[config.mk]
export PLATFORM = sky130hd
export DESIGN_NAME = ccg_clock_ctrl
export DESIGN_NICKNAME = d
export VERILOG_FILES = /design/src/ccg_pkg.sv /design/src/ccg_gate_if.sv /design/src/ccg_clock_ctrl.sv /design/src/ccg_out_gate.sv
export SDC_FILE = /design/constraint.sdc
export NUM_CORES = 1
export LEC_CHECK = 0
export BUFFER_PORTS_ARGS = -buffer_cell sky130_fd_sc_hd__buf_2
export CORE_AREA = 2 2 146 148
export CTS_BUF_LIST = sky130_fd_sc_hd__clkbuf_8
export CTS_CLUSTER_DIAMETER = 200
export CTS_CLUSTER_SIZE = 24
export DETAILED_ROUTE_END_ITERATION = 10
export DIE_AREA = 0 0 148 150
export GPL_TIMING_DRIVEN = 0
export PLACE_DENSITY = 0.83
export SLEW_MARGIN = 20
export SYNTH_ARGS = -nofsm -noshare
export SYNTH_HDL_FRONTEND = slang
export SYNTH_HIERARCHICAL = 1
export SYNTH_SLANG_ARGS = --single-unit
[constraint.sdc]
create_clock -name mclk -period 4.7 [get_ports mclk]
set_input_delay 0.235 -clock mclk [delete_from_list [all_inputs] [get_ports mclk]]
set_output_delay 0.235 -clock mclk [all_outputs]
set_load 0.01 [all_outputs]
[src/ccg_pkg.sv]
`default_nettype none
// Shared constants of the clock gating and status block
package ccg_pkg;
  // Sizes
  localparam int NOUT   = 8;   // Clock outputs
  localparam int ADDR_W = 8;   // Bus address width
  localparam int EV_W   = 5;   // Status events
  localparam int CFG_W  = 8;   // Output config width
  // Byte addresses
  localparam logic [7:0] ADDR_STATUS = 8'h00;  // Live status
  localparam logic [7:0] ADDR_STICKY = 8'h04;  // Sticky status, write one to clear
  localparam logic [7:0] ADDR_MASK   = 8'h08;  // Interrupt mask, one masks
  localparam logic [7:0] ADDR_REFSEL = 8'h0C;  // Loop reference selectors
  localparam logic [7:0] ADDR_EXTREF = 8'h10;  // External reference frequency in MHz
  localparam logic [2:0] ADDR_OUTCFG = 3'h1;   // Bits 7:5 of 0x20..0x3C
  // Status field position inside a status word
  localparam int STAT_LSB = 3;
  // Output config fields
  localparam int CFG_SECOND = 0;  // Divider fed by second loop
  localparam int CFG_SPREAD = 1;  // Spreading wanted
  localparam int CFG_DIS    = 2;  // Disabled state, 2 bits
  localparam int CFG_RDIV   = 4;  // Output divide exponent, 3 bits
  localparam int CFG_TUNE   = 7;  // Tuning voltage path
  localparam logic [CFG_W-1:0] CFG_RST = 8'h10;  // Divide by 2, low when off
  // Reset values
  localparam logic [EV_W-1:0] MASK_RST   = 5'h00;
  localparam logic [1:0]      REFSEL_RST = 2'h0;
  localparam logic [6:0]      EXT_RST    = 7'h19;  // 25 MHz
  // External reference limits in MHz
  localparam logic [6:0] EXT_MIN  = 7'h0A;  // 10
  localparam logic [6:0] EXT_MAX  = 7'h64;  // 100
  localparam logic [6:0] PLL_MAX  = 7'h1E;  // 30
  localparam logic [6:0] DIV2_MAX = 7'h3C;  // 60
  // Input divider codes, value is the shift
  localparam logic [1:0] EXT_DIV1 = 2'h0;
  localparam logic [1:0] EXT_DIV2 = 2'h1;
  localparam logic [1:0] EXT_DIV4 = 2'h2;
  // Bus responses
  localparam logic [1:0] RESP_OKAY   = 2'h0;
  localparam logic [1:0] RESP_SLVERR = 2'h2;
  // Disabled output states
  typedef enum logic [1:0] {
    CCG_DIS_LOW  = 2'b00,
    CCG_DIS_HIGH = 2'b01,
    CCG_DIS_HIZ  = 2'b10,
    CCG_DIS_HIZ2 = 2'b11
  } ccg_dis_t;
  // Gate states
  typedef enum logic {
    CCG_GATE_OFF = 1'b0,
    CCG_GATE_RUN = 1'b1
  } ccg_gate_t;
endpackage
`default_nettype wire

[src/ccg_gate_if.sv]
`timescale 1ns/1ps
`default_nettype none
// Per-output link between control and gate
interface ccg_gate_if;
  logic             srcTick;   // Divider output tick
  logic [2:0]       rdivExp;   // Output divide exponent
  ccg_pkg::ccg_dis_t disState; // State while disabled
  logic             enable;    // Output wanted
  logic             clkOut;    // Gated clock level
  logic             clkOe;     // Pin driven
  logic             running;   // Gate open
  modport ctl  (output srcTick, rdivExp, disState, enable, input clkOut, clkOe, running);
  modport gate (input srcTick, rdivExp, disState, enable, output clkOut, clkOe, running);
endinterface
`default_nettype wire

[src/ccg_clock_ctrl.sv]
// Function
// - Outputs run while gate pin low
// - Disabled output holds high, low or released
// - Output starts on its first leading edge
// - Running cycle completes before output stops
// - Override pin low turns spreading off
// - Spreading only on first loop outputs
// - Alert pin low on loss or unlock
// - Each alert source has mask bit
// - Status readable by host any time
// - Each loop selects crystal or external
// - Each divider selects first or second loop
// - Tuning path only via second loop
// - Integer divider follows each fractional divider
// - Input divider keeps loop input at or below 30MHz for references up to 100MHz
// - Status bits 3,4 hold loss flags, 6:5 unlock flags, 7 range flag
`timescale 1ns/1ps
`default_nettype none
module ccg_clock_ctrl (
  input  wire logic                       mclk,
  input  wire logic                       reset,
  // AXI4-Lite slave
  input  wire logic                       awvalid,
  output logic                            awready,
  input  wire logic [ccg_pkg::ADDR_W-1:0] awaddr,
  input  wire logic                       wvalid,
  output logic                            wready,
  input  wire logic [31:0]                wdata,
  input  wire logic [3:0]                 wstrb,
  output logic                            bvalid,
  input  wire logic                       bready,
  output logic [1:0]                      bresp,
  input  wire logic                       arvalid,
  output logic                            arready,
  input  wire logic [ccg_pkg::ADDR_W-1:0] araddr,
  output logic                            rvalid,
  input  wire logic                       rready,
  output logic [31:0]                     rdata,
  output logic [1:0]                      rresp,
  // Pins and analog status
  input  wire logic                       outputGateLowPin_n,
  input  wire logic                       spreadOverridePin,
  input  wire logic                       crystalSignalLost,
  input  wire logic                       extRefSignalLost,
  input  wire logic                       firstLoopUnlocked,
  input  wire logic                       secondLoopUnlocked,
  input  wire logic [ccg_pkg::NOUT-1:0]   msFirstTick,
  input  wire logic [ccg_pkg::NOUT-1:0]   msSecondTick,
  input  wire logic [ccg_pkg::NOUT-1:0]   msTuneTick,
  input  wire logic                       faultAlertPinIn,
  output logic                            faultAlertPinOut,
  output logic                            faultAlertPinOe,
  output logic                            irq,
  output logic [ccg_pkg::NOUT-1:0]        outClk,
  output logic [ccg_pkg::NOUT-1:0]        outClkOe,
  output logic [ccg_pkg::NOUT-1:0]        spreadActive,
  output logic [ccg_pkg::NOUT-1:0]        msSrcSecond,
  output logic                            firstLoopRefExt,
  output logic                            secondLoopRefExt,
  output logic [1:0]                      extRefDivCode
);
  // Bus channel holding registers
  logic                       awHeld_q;   // Write address waiting
  logic [ccg_pkg::ADDR_W-1:0] awAddr_q;   // Held write address
  logic                       wHeld_q;    // Write data waiting
  logic [31:0]                wData_q;    // Held write data
  logic [3:0]                 wStrb_q;    // Held byte strobes
  logic                       bvalid_q;   // Write answer pending
  logic [1:0]                 bresp_q;    // Write answer code
  logic                       rvalid_q;   // Read answer pending
  logic [31:0]                rdata_q;    // Read answer data
  logic [1:0]                 rresp_q;    // Read answer code
  // Software registers
  logic [ccg_pkg::EV_W-1:0]   sticky_q, sticky_d;  // Sticky events
  logic [ccg_pkg::EV_W-1:0]   mask_q;              // One masks an event
  logic [1:0]                 refSel_q;            // Bit per loop, one is external
  logic [6:0]                 extMhz_q;            // External reference MHz
  logic [ccg_pkg::CFG_W-1:0]  outCfg_q [ccg_pkg::NOUT]; // Output configs
  // Derived state
  logic                       alert_q;    // Alert level
  logic [1:0]                 divCode_q;  // Input divider code
  logic [ccg_pkg::NOUT-1:0]   spread_q;   // Spreading per output
  logic [ccg_pkg::NOUT-1:0]   srcSec_q;   // Second loop per output
  // Decode and helper wires
  logic                       doWrite;    // Both halves held
  logic [31:0]                wMask;      // Bit mask from strobes
  logic                       wSticky, wMaskSel, wRefSel, wExt, wOut;
  logic [2:0]                 wIdx;       // Output index of write
  logic                       rHit;       // Read address mapped
  logic [31:0]                rMux;       // Read data selection
  logic [2:0]                 rIdx;       // Output index of read
  logic [ccg_pkg::EV_W-1:0]   evLive;     // Live conditions
  logic [ccg_pkg::EV_W-1:0]   clrBits;    // Write one to clear
  logic                       rangeBad;   // Reference outside 10..100 MHz
  logic [1:0]                 divCode_d;
  logic                       wHit;

  // Handshake outputs
  assign awready = !awHeld_q;
  assign wready  = !wHeld_q;
  assign arready = !rvalid_q;
  assign bvalid  = bvalid_q;
  assign bresp   = bresp_q;
  assign rvalid  = rvalid_q;
  assign rdata   = rdata_q;
  assign rresp   = rresp_q;

  // Write decode
  assign doWrite  = awHeld_q && wHeld_q && !bvalid_q;
  assign wMask    = {{8{wStrb_q[3]}}, {8{wStrb_q[2]}}, {8{wStrb_q[1]}}, {8{wStrb_q[0]}}};
  assign wSticky  = (awAddr_q == ccg_pkg::ADDR_STICKY);
  assign wMaskSel = (awAddr_q == ccg_pkg::ADDR_MASK);
  assign wRefSel  = (awAddr_q == ccg_pkg::ADDR_REFSEL);
  assign wExt     = (awAddr_q == ccg_pkg::ADDR_EXTREF);
  assign wOut     = (awAddr_q[7:5] == ccg_pkg::ADDR_OUTCFG) && (awAddr_q[1:0] == 2'h0);
  assign wIdx     = awAddr_q[4:2];
  assign wHit     = wSticky || wMaskSel || wRefSel || wExt || wOut
                    || (awAddr_q == ccg_pkg::ADDR_STATUS);
  assign rIdx     = araddr[4:2];

  // Live conditions in status layout
  assign rangeBad = (extMhz_q < ccg_pkg::EXT_MIN) || (extMhz_q > ccg_pkg::EXT_MAX);
  assign evLive   = {rangeBad, secondLoopUnlocked, firstLoopUnlocked,
                     extRefSignalLost, crystalSignalLost};

  // Read selection
  always_comb begin
    rHit = 1'b1;
    rMux = 32'h0000_0000;
    if (araddr == ccg_pkg::ADDR_STATUS) begin
      rMux[ccg_pkg::STAT_LSB +: ccg_pkg::EV_W] = evLive;
    end else if (araddr == ccg_pkg::ADDR_STICKY) begin
      rMux[ccg_pkg::STAT_LSB +: ccg_pkg::EV_W] = sticky_q;
    end else if (araddr == ccg_pkg::ADDR_MASK) begin
      rMux[ccg_pkg::STAT_LSB +: ccg_pkg::EV_W] = mask_q;
    end else if (araddr == ccg_pkg::ADDR_REFSEL) begin
      rMux[1:0] = refSel_q;
    end else if (araddr == ccg_pkg::ADDR_EXTREF) begin
      rMux[6:0] = extMhz_q;
      rMux[9:8] = divCode_q;
    end else if (araddr[7:5] == ccg_pkg::ADDR_OUTCFG && araddr[1:0] == 2'h0) begin
      rMux[ccg_pkg::CFG_W-1:0] = outCfg_q[rIdx];
    end else begin
      rHit = 1'b0;
    end
  end

  // Bus channel state
  always_ff @(posedge mclk) begin
    if (reset) begin
      awHeld_q <= 1'b0;
      awAddr_q <= '0;
      wHeld_q  <= 1'b0;
      wData_q  <= 32'h0000_0000;
      wStrb_q  <= 4'h0;
      bvalid_q <= 1'b0;
      bresp_q  <= ccg_pkg::RESP_OKAY;
      rvalid_q <= 1'b0;
      rdata_q  <= 32'h0000_0000;
      rresp_q  <= ccg_pkg::RESP_OKAY;
    end else begin
      // Take address and data in either order
      if (awvalid && awready) begin
        awHeld_q <= 1'b1;
        awAddr_q <= awaddr;
      end else if (doWrite) begin
        awHeld_q <= 1'b0;
      end
      if (wvalid && wready) begin
        wHeld_q <= 1'b1;
        wData_q <= wdata;
        wStrb_q <= wstrb;
      end else if (doWrite) begin
        wHeld_q <= 1'b0;
      end
      // Write answer
      if (doWrite) begin
        bvalid_q <= 1'b1;
        bresp_q  <= wHit ? ccg_pkg::RESP_OKAY : ccg_pkg::RESP_SLVERR;
      end else if (bready) begin
        bvalid_q <= 1'b0;
      end
      // Read answer
      if (arvalid && arready) begin
        rvalid_q <= 1'b1;
        rdata_q  <= rMux;
        rresp_q  <= rHit ? ccg_pkg::RESP_OKAY : ccg_pkg::RESP_SLVERR;
      end else if (rready) begin
        rvalid_q <= 1'b0;
      end
    end
  end

  // Sticky events, a new event wins over a clear
  assign clrBits  = (doWrite && wSticky)
                  ? (wData_q[ccg_pkg::STAT_LSB +: ccg_pkg::EV_W]
                     & wMask[ccg_pkg::STAT_LSB +: ccg_pkg::EV_W])
                  : '0;
  assign sticky_d = (sticky_q & ~clrBits) | evLive;

  // Input divider picks smallest ratio that keeps loop input in range for references up to 100 MHz
  assign divCode_d = (extMhz_q <= ccg_pkg::PLL_MAX)  ? ccg_pkg::EXT_DIV1
                   : (extMhz_q <= ccg_pkg::DIV2_MAX) ? ccg_pkg::EXT_DIV2
                   : ccg_pkg::EXT_DIV4;

  // Configuration and status registers
  always_ff @(posedge mclk) begin
    if (reset) begin
      sticky_q  <= '0;
      mask_q    <= ccg_pkg::MASK_RST;
      refSel_q  <= ccg_pkg::REFSEL_RST;
      extMhz_q  <= ccg_pkg::EXT_RST;
      alert_q   <= 1'b0;
      divCode_q <= ccg_pkg::EXT_DIV1;
    end else begin
      sticky_q  <= sticky_d;
      alert_q   <= |(sticky_q & ~mask_q);
      divCode_q <= divCode_d;
      if (doWrite && wMaskSel) begin
        mask_q <= (mask_q & ~wMask[ccg_pkg::STAT_LSB +: ccg_pkg::EV_W])
                | (wData_q[ccg_pkg::STAT_LSB +: ccg_pkg::EV_W]
                   & wMask[ccg_pkg::STAT_LSB +: ccg_pkg::EV_W]);
      end
      if (doWrite && wRefSel && wStrb_q[0]) begin
        refSel_q <= wData_q[1:0];
      end
      if (doWrite && wExt && wStrb_q[0]) begin
        extMhz_q <= wData_q[6:0];
      end
    end
  end

  // Open-drain alert: drive low while any unmasked event stands
  assign faultAlertPinOut = 1'b0;
  assign faultAlertPinOe  = alert_q;
  assign irq              = alert_q;
  assign firstLoopRefExt  = refSel_q[0];
  assign secondLoopRefExt = refSel_q[1];
  assign extRefDivCode    = divCode_q;
  assign spreadActive     = spread_q;
  assign msSrcSecond      = srcSec_q;

  // Per-output routing, spreading and gate
  genvar i;
  generate
    for (i = 0; i < ccg_pkg::NOUT; i++) begin : gOut
      ccg_gate_if gIf ();
      logic effSecond;
      logic tune;
      // Tuning path is reachable only through the second loop
      assign tune      = outCfg_q[i][ccg_pkg::CFG_TUNE];
      assign effSecond = outCfg_q[i][ccg_pkg::CFG_SECOND] || tune;
      assign gIf.srcTick  = tune ? msTuneTick[i]
                          : (effSecond ? msSecondTick[i] : msFirstTick[i]);
      assign gIf.rdivExp  = outCfg_q[i][ccg_pkg::CFG_RDIV +: 3];
      assign gIf.disState = ccg_pkg::ccg_dis_t'(outCfg_q[i][ccg_pkg::CFG_DIS +: 2]);
      assign gIf.enable   = !outputGateLowPin_n;
      assign outClk[i]    = gIf.clkOut;
      assign outClkOe[i]  = gIf.clkOe;
      // Output config and registered routing
      always_ff @(posedge mclk) begin
        if (reset) begin
          outCfg_q[i] <= ccg_pkg::CFG_RST;
          spread_q[i] <= 1'b0;
          srcSec_q[i] <= 1'b0;
        end else begin
          if (doWrite && wOut && wIdx == 3'(i) && wStrb_q[0]) begin
            outCfg_q[i] <= wData_q[ccg_pkg::CFG_W-1:0];
          end
          spread_q[i] <= outCfg_q[i][ccg_pkg::CFG_SPREAD] && !effSecond
                         && spreadOverridePin;
          srcSec_q[i] <= effSecond;
        end
      end
      ccg_out_gate uGate (
        .mclk  (mclk),
        .reset (reset),
        .g     (gIf.gate)
      );
    end
  endgenerate

  // Events are caught in the sticky register
  property p_sticky_set;
    @(posedge mclk) disable iff (reset)
      (evLive != '0) |=> ((sticky_q & $past(evLive)) == $past(evLive));
  endproperty
  a_sticky_set: assert property (p_sticky_set)
    else $error("event lost from sticky status");
  // Unmasked event drives the alert
  property p_alert_on;
    @(posedge mclk) disable iff (reset) (|(sticky_q & ~mask_q)) |=> faultAlertPinOe;
  endproperty
  a_alert_on: assert property (p_alert_on)
    else $error("alert not driven for unmasked event");
  // Masked events leave the alert released
  property p_alert_off;
    @(posedge mclk) disable iff (reset) ((sticky_q & ~mask_q) == '0) |=> !faultAlertPinOe;
  endproperty
  a_alert_off: assert property (p_alert_off)
    else $error("alert driven by masked event");
  // Status read returns the live conditions
  property p_status_read;
    @(posedge mclk) disable iff (reset)
      (arvalid && arready && araddr == ccg_pkg::ADDR_STATUS)
      |=> rvalid && rdata[ccg_pkg::STAT_LSB +: ccg_pkg::EV_W] == $past(evLive);
  endproperty
  a_status_read: assert property (p_status_read)
    else $error("status read wrong");
  // Override pin low kills all spreading
  property p_spread_off;
    @(posedge mclk) disable iff (reset) !spreadOverridePin |=> (spreadActive == '0);
  endproperty
  a_spread_off: assert property (p_spread_off)
    else $error("spreading during override");
  // No spreading on second loop outputs
  property p_spread_first;
    @(posedge mclk) disable iff (reset) (spreadActive & msSrcSecond) == '0;
  endproperty
  a_spread_first: assert property (p_spread_first)
    else $error("spreading on second loop output");
  // Loop input within limit for valid reference
  property p_div_limit;
    @(posedge mclk) disable iff (reset)
      ($past(extMhz_q) <= ccg_pkg::EXT_MAX) |-> (($past(extMhz_q) >> extRefDivCode) <= ccg_pkg::PLL_MAX);
  endproperty
  a_div_limit: assert property (p_div_limit)
    else $error("loop input above limit");
  // Written selector reaches the loop inputs
  property p_refsel_write;
    @(posedge mclk) disable iff (reset)
      (doWrite && wRefSel && wStrb_q[0])
      |=> ({secondLoopRefExt, firstLoopRefExt} == $past(wData_q[1:0]));
  endproperty
  a_refsel_write: assert property (p_refsel_write)
    else $error("reference selector not updated");
  // Cleared events leave the sticky register when no event stands
  property p_sticky_clear;
    @(posedge mclk) disable iff (reset)
      (doWrite && wSticky && (evLive == '0)) |=> ((sticky_q & $past(clrBits)) == '0);
  endproperty
  a_sticky_clear: assert property (p_sticky_clear)
    else $error("sticky event survived its clear");
endmodule
`default_nettype wire

[src/ccg_out_gate.sv]
`timescale 1ns/1ps
`default_nettype none
// Output divider and glitchless gate for one output
module ccg_out_gate (
  input wire logic mclk,
  input wire logic reset,
  ccg_gate_if.gate g
);
  logic [6:0]         cnt_q, cnt_d;       // Tick count in half period
  logic               divClk_q, divClk_d; // Divided clock
  ccg_pkg::ccg_gate_t state_q, state_d;   // Gate state
  logic               clkOut_q, clkOut_d; // Registered pin level
  logic               clkOe_q, clkOe_d;   // Registered pin enable
  logic [6:0]         halfM1;             // Ticks per half minus one
  logic               wrap, rise;

  // Divide by 2^n, exponent zero treated as one
  assign halfM1 = (g.rdivExp == 3'h0) ? 7'h00
                : 7'((7'h01 << (g.rdivExp - 3'h1)) - 7'h01);
  assign wrap   = g.srcTick && (cnt_q == halfM1);
  assign rise   = wrap && !divClk_q;
  assign cnt_d  = !g.srcTick ? cnt_q : (wrap ? 7'h00 : 7'(cnt_q + 7'h01));
  assign divClk_d = wrap ? ~divClk_q : divClk_q;

  // Gate opens and closes only on a leading edge
  always_comb begin
    state_d = state_q;
    case (state_q)
      ccg_pkg::CCG_GATE_OFF: begin
        if (rise && g.enable) state_d = ccg_pkg::CCG_GATE_RUN;
      end
      default: begin
        if (rise && !g.enable) state_d = ccg_pkg::CCG_GATE_OFF;
      end
    endcase
  end

  // Pin level and enable, held state when closed
  assign clkOut_d = (state_d == ccg_pkg::CCG_GATE_RUN) ? divClk_d
                  : (g.disState == ccg_pkg::CCG_DIS_HIGH);
  assign clkOe_d  = (state_d == ccg_pkg::CCG_GATE_RUN)
                  || (g.disState == ccg_pkg::CCG_DIS_LOW)
                  || (g.disState == ccg_pkg::CCG_DIS_HIGH);

  // State registers
  always_ff @(posedge mclk) begin
    if (reset) begin
      cnt_q    <= 7'h00;
      divClk_q <= 1'b0;
      state_q  <= ccg_pkg::CCG_GATE_OFF;
      clkOut_q <= 1'b0;
      clkOe_q  <= 1'b0;
    end else begin
      cnt_q    <= cnt_d;
      divClk_q <= divClk_d;
      state_q  <= state_d;
      clkOut_q <= clkOut_d;
      clkOe_q  <= clkOe_d;
    end
  end

  assign g.clkOut  = clkOut_q;
  assign g.clkOe   = clkOe_q;
  assign g.running = (state_q == ccg_pkg::CCG_GATE_RUN);

  // Gate opens with the clock high
  property p_start_high;
    @(posedge mclk) disable iff (reset) $rose(g.running) |-> g.clkOut;
  endproperty
  a_start_high: assert property (p_start_high)
    else $error("output started mid pulse");
  // Gate closes only after a low half
  property p_stop_full;
    @(posedge mclk) disable iff (reset) $fell(g.running) |-> !$past(g.clkOut);
  endproperty
  a_stop_full: assert property (p_stop_full)
    else $error("output cut a cycle short");
  // High impedance when closed and so configured
  property p_hiz;
    @(posedge mclk) disable iff (reset)
      (!g.running && $past(g.disState) == ccg_pkg::CCG_DIS_HIZ) |-> !g.clkOe;
  endproperty
  a_hiz: assert property (p_hiz)
    else $error("disabled output still driven");
endmodule
`default_nettype wire

### Word-level counts from Yosys, hierarchy flattened

Memories as Yosys holds them, arrays and structs flattened.
Cells that the tools add are included.
W data, S select, Z words.

| word-level totals | value |
|---|---|
| register bits | 161 |
| bits in writable memories | 64 |
| input bits | 90 |
| output and inout port bits | 80 |
| word-level logic and storage cells | 461 |
| memories | 1 |

| operators by class | value |
|---|---|
| add/sub/neg operators | 24 |
| magnitude comparators | 4 |
| equal/unequal tests | 33 |
| shifts and indexed selects | 8 |
| multiplexer cells | 138 |
| bitwise operators | 25 |
| reduce and logical (&&, ||, !) cells | 156 |

Memories:

| memory | depth | width | rd ports | clocked after memory_dff | wr ports | RTL line | text |
|---|---|---|---|---|---|---|---|
| outCfg_q | 8 | 8 | 9 | 0 | 8 | ccg_clock_ctrl.sv:78 | `logic [ccg_pkg::CFG_W-1:0] outCfg_q [ccg_pkg::NOUT];` |

Operators with widths:

| operator | number |
|---|---|
| $mux W7 | 17 |
| $mux W1 | 96 |
| $mux W8 | 10 |
| $logic_and A1 B1 Y1 | 78 |
| $add A7 B1 Y7 const B | 8 |
| $eq A7 B7 Y1 | 8 |
| $shl A1 B3 Y7 const A | 8 |
| $sub A7 B1 Y7 const B | 8 |
| $eq A8 B4 Y1 const B | 4 |
| $logic_or A1 B1 Y1 | 30 |
| $logic_not A3 Y1 | 9 |
| $sub A3 B1 Y3 const B | 8 |
| $logic_not A1 Y1 | 21 |
| $and A5 B5 Y5 | 4 |
| $logic_not A2 Y1 | 10 |
| $mux W5 | 4 |
| $eq A2 B1 Y1 const B | 8 |
| $eq A8 B3 Y1 const B | 2 |
| $eq A8 B5 Y1 const B | 2 |
| $logic_not A8 Y1 | 2 |
| $mux W2 | 8 |
| $not A5 Y5 | 3 |
| $eq A3 B3 Y1 const B | 4 |
| $or A5 B5 Y5 | 2 |
| other kinds (12) | 34 |

### Depth between registers and ports, before layout

An unclocked memory read counts as a cell.

| logic depth | value |
|---|---|
| depth after elaboration | 13 |
| depth in mapped cells | 15 |
| gate-level depth less buffers | 13 |

### Modules after synthesis

Netlist, hierarchy kept.

By module, submodules not included:

| module | times used | cells each | area each (um^2) | sequential area each (um^2) |
|---|---|---|---|---|
| ccg_clock_ctrl | 1 | 609 | 6391.1 | 3343.2 |
| ccg_out_gate at gOut[1].uGate ... | 6 | 93 | 754.5 | 220.2 |
| ccg_out_gate at gOut[0].uGate ... | 2 | 94 | 747.0 | 220.2 |

### Worst setup path after synthesis

No wires, ideal clock.

| timing | value |
|---|---|
| path kind | flip-flop to flip-flop |
| start | memory outCfg_q[0][5] (netlist name) |
| end | register gOut[0].uGate.clkOut_q |
| library setup time | 128 ps |
| data arrival time | 2977 ps |
| data required time | 4572 ps |
| setup slack | 1596 ps |
| cell stages (with the launch flop) | 15 |
| path buffers | 2 |
| period minus slack after synthesis | 3104 ps |
| cells stage by stage | edfxtp_1 buf_4 nor2_1 nand2_1 ha_1 buf_2 or4_1 o21ai_0 o32ai_1 a2111oi_4 ha_1 mux2i_1 nor2_1 a31oi_1 nor2_1 |

RTL lines:

| item | RTL line | text |
|---|---|---|
| from (decl) | ccg_clock_ctrl.sv:78 |  |
| to (signal assigned) | ccg_out_gate.sv:57 | `clkOut_q <= clkOut_d;` |
| to (decl) | ccg_out_gate.sv:12 | `logic clkOut_q, clkOut_d;` |

==> metrics <==
Inserted Clock Buffers 13; initial DRC count between 900 and 1000; largest net degree at the start of global routing 34; worst hold path cell count 3; Async S/R FF share, synth 0; drt pass-1 iters 5; Die X-Extent 148 um; PostCTS Resize Cnt 0; Synth Area in Compound Gates 0.128; Hold Crit Start awaddr[2]; Routed WL approximately 31 mm; CTS tree yes; wire length per cell 17.3 um; initial antenna violation count 0; adder-cell area share of the yosys netlist 0.0258; Fmax achieved between 200 and 300 MHz; Min-Delay Path Class input pin to flip-flop; # setup viols final 0; RSZ-0062 raised after global routing false; Critical Path Source Type flip-flop; gr usage total 0.279; Final #Nets between 1500 and 2000; Vias/cell about 5.9; leakage power 5.38 nW; CP arrival slightly above 4000 ps; clock slew at reported path FFs ~150 ps; Synth Instances 1355; maximum vdd drop between 0.0002 and 0.0003 V; CTS max path bufs 3; Reg2Reg Depth 14; Placed Cells 1769; P per Cell Area 259 nW/um2; syn avg cell area between 9 and 10 um2; Synth Area in Simple Gates 0.263; Die Y approximately 150 um; first-pass GRT wire length 49.8 mm; Synth Area in XOR/XNOR 0.0423; status complete, no violations; Layout Cells excl Fill about 1800; mux cell area share after synthesis 0.0588; ant diodes 0; placed instance area ~13000 um2; FP Rows 53; CTS sink count approximately 220; Final Hold Fails 0; HPWL after DPL around 23 mm; post-layout min period roughly 3600 ps; Worst setup EP type flip-flop; classification of the worst setup path flip-flop to flip-flop; largest family of logic cells by synthesized area simple AND/OR/NAND/NOR gates; vias in the first global route approximately 9700; yosys warns 6; Worst Skew between 30 and 40 ps; clk_lat worst skew around 550 ps; Least-Margin Pin Slew about 930 ps; Min-Delay Endpoint awAddr_q[2]; fin. max-slew vios 0; root buffer cell clkbuf_8; final antenna-violating net count 0; gp weighted congestion around 0.9; post-layout power 0.00361 W; Area growth syn-to-layout 12.0%; Initial Util 0.600; register area share after synthesis 0.411; Netlist cell types 73; # DRC 0; H-tree depth 1; Die Area ~22000 um2; number of synthesized flops with an enable pin 64; Design Area, Final around 14000 um2; Final TNS setup 0 ps; Reg2Reg Capture Point gOut[5].uGate/g.clkOut; via count between 10000 and 15000; Port Buffers ~120; synthesized flop and latch total ~220; max_cap viols 0; Ports 170; Max Fanout on Critical Path 10; required time of the critical path between 5000 and 6000 ps; ratio of cells with drive above 1 in the final layout 0.176; GRT overflow 0; Slew Limit Headroom 0.374; Synth Flop Type dfxtp_1; Filler Cells Inserted roughly 1600; flop2flop setup slack around 1100 ps; Netlist Area Pre-Place 12400 um2; total core area 20700 um2; reg2reg start outCfg_q[5][5]; fin crit share 0.770
Yosys cell counts, drive strengths merged (6+ instances only):
cell | n | area, um2
and2 | 57 | 357
o32ai | 8 | 115
a31oi | 17 | 106
xor2 | 32 | 280
and3 | 14 | 87.6
buf | 87 | 604
mux4 | 10 | 225
dfxtp | 159 | 3180
o21bai | 10 | 75.1
nor2b | 20 | 125
edfxtp | 64 | 1920
a32o | 7 | 77.6
mux2i | 47 | 470
xnor2 | 28 | 245
nand4 | 38 | 238
inv | 42 | 158
o311ai | 6 | 52.6
a311o | 7 | 70.1
ha | 24 | 300
o41ai | 12 | 105
o21ai | 31 | 155
nand2 | 135 | 507
nor4 | 10 | 153
or2 | 13 | 81.3
nand3 | 29 | 145
a21oi | 59 | 295
nor2 | 130 | 504
o22ai | 20 | 125
and4b | 6 | 82.6
nand4b | 7 | 61.3
nand2b | 27 | 169
or3 | 21 | 131
clkbuf | 30 | 113
a2bb2oi | 9 | 78.8
nor3 | 70 | 350
worst max path at each step:
stage | start | end | slack (ps)
global placement | outCfg_q[0][5] | gOut[0].uGate/g.clkOut | 1240
CTS | outCfg_q[5][5] | gOut[5].uGate/g.clkOut | 1100
global route | outCfg_q[0][5] | gOut[0].uGate/g.clkOut | 830
finish | outCfg_q[5][5] | gOut[5].uGate/g.clkOut | 1080
detailed placement | outCfg_q[5][5] | gOut[5].uGate/g.clkOut | 1140
floorplan | outCfg_q[0][5] | gOut[0].uGate/g.clkOut | 1600
cells in the final DEF, fill, tap and decap left out, types with 13 or more instances in the layout:
master,instances
nand2b_1,27
dlygate4sd3_1,25
nor2_1,129
a31oi_1,17
nor2b_1,20
nor3_1,70
nand2_1,135
buf_2,136
ha_1,24
and2_1,57
o22ai_1,20
mux2i_1,47
dfxtp_1,159
o21ai_0,31
nand4_1,38
buf_4,55
clkbuf_1,30
xor2_1,32
nand3_1,29
xnor2_1,28
a21oi_1,59
clkbuf_8,13
and3_1,14
or3_1,21
conb_1,25
edfxtp_1,64
inv_1,48
flip-flops by register name (all words and copies together), names as in the netlist, 5 cells and up, named ones only:
register / count
sticky_q: 5
msSrcSecond: 8
spreadActive: 8
gOut.uGate/g.running: 8
gOut.uGate/g.clkOut: 8
gOut.uGate/cnt_q: 56
extMhz_q: 7
gOut.uGate/divClk_q: 8
awAddr_q: 8
wData_q: 8
outCfg_q: 64
rdata: 10
gOut.uGate/g.clkOe: 8
metrics by stage:
stage	hold slack, ps	worst slack [ps]	util
after CTS	18.4	1100	0.672
after detailed placement	427	1140	0.649
after global placement	420	1240	0.649
final	26.1	1080	0.672
after global routing	54.3	830	0.672
after floorplan	335	1600	-
worst max-delay path, cell delays in order, from the launching register on:
cell and delay (ps):
edfxtp_1 500, buf_4 220, nor2_1 150, nand2_1 70, ha_1 190, buf_2 160
or4_1 490, o21ai_0 120, o32ai_1 140, a2111oi_4 550, ha_1 270, mux2i_1 320
nor2_1 70, a31oi_1 170, nor2_1 60
kinds of logic (layout without fill, tap and decap cells):
group / Yosys count / after routing
buf+inv: 159 / 320
mux: 60 / 60
simple gates: 604 / 604
xor+xnor: 60 / 60
fa+ha+maj: 26 / 26
other cells: 1 / 25
compound gates: 222 / 222
flops: 223 / 223
metal layers:
| layer | vias to the layer above | part of all wire | wire length, um | track usage |
|---|---|---|---|---|
| met5 | - | 0 | 0 | 0 |
| met3 | 78 | 0.082 | 2590 | 0.0345 |
| li1 | 5152 | - | - | - |
| met2 | 503 | 0.46 | 14500 | 0.456 |
| met1 | 4987 | 0.42 | 13200 | 0.383 |
| met4 | 0 | 0.036 | 1130 | 0.0976 |
power breakdown:
group / internal [W] / switching, W
registers: 0.00205 / 0.0000907
logic: 0.000249 / 0.000318
clock network: 0.000276 / 0.000619
final cells by class:
| class | instances | area [um2] | area share |
|---|---|---|---|
| Timing Repair Buffer | 140 | 826 | 0.0594 |
| Inverter | 42 | 158 | 0.0113 |
| Clock inverter | 8 | 50.0 | 0.00360 |
| Clock buffer | 13 | 179 | 0.0129 |
| Tap cell | 275 | 344 | 0.0248 |
| Multi-Input combinational cell | 997 | 6520 | 0.469 |
| Buffer | 117 | 717 | 0.0516 |
| Sequential cell | 223 | 5100 | 0.367 |
repair_timing:
action,4_1_cts,5_1_grt
endpoints found under the hold margin,24,0
hold buffers,25,0
buffers inserted,0,0
Power figures use the tool's default switching activity.
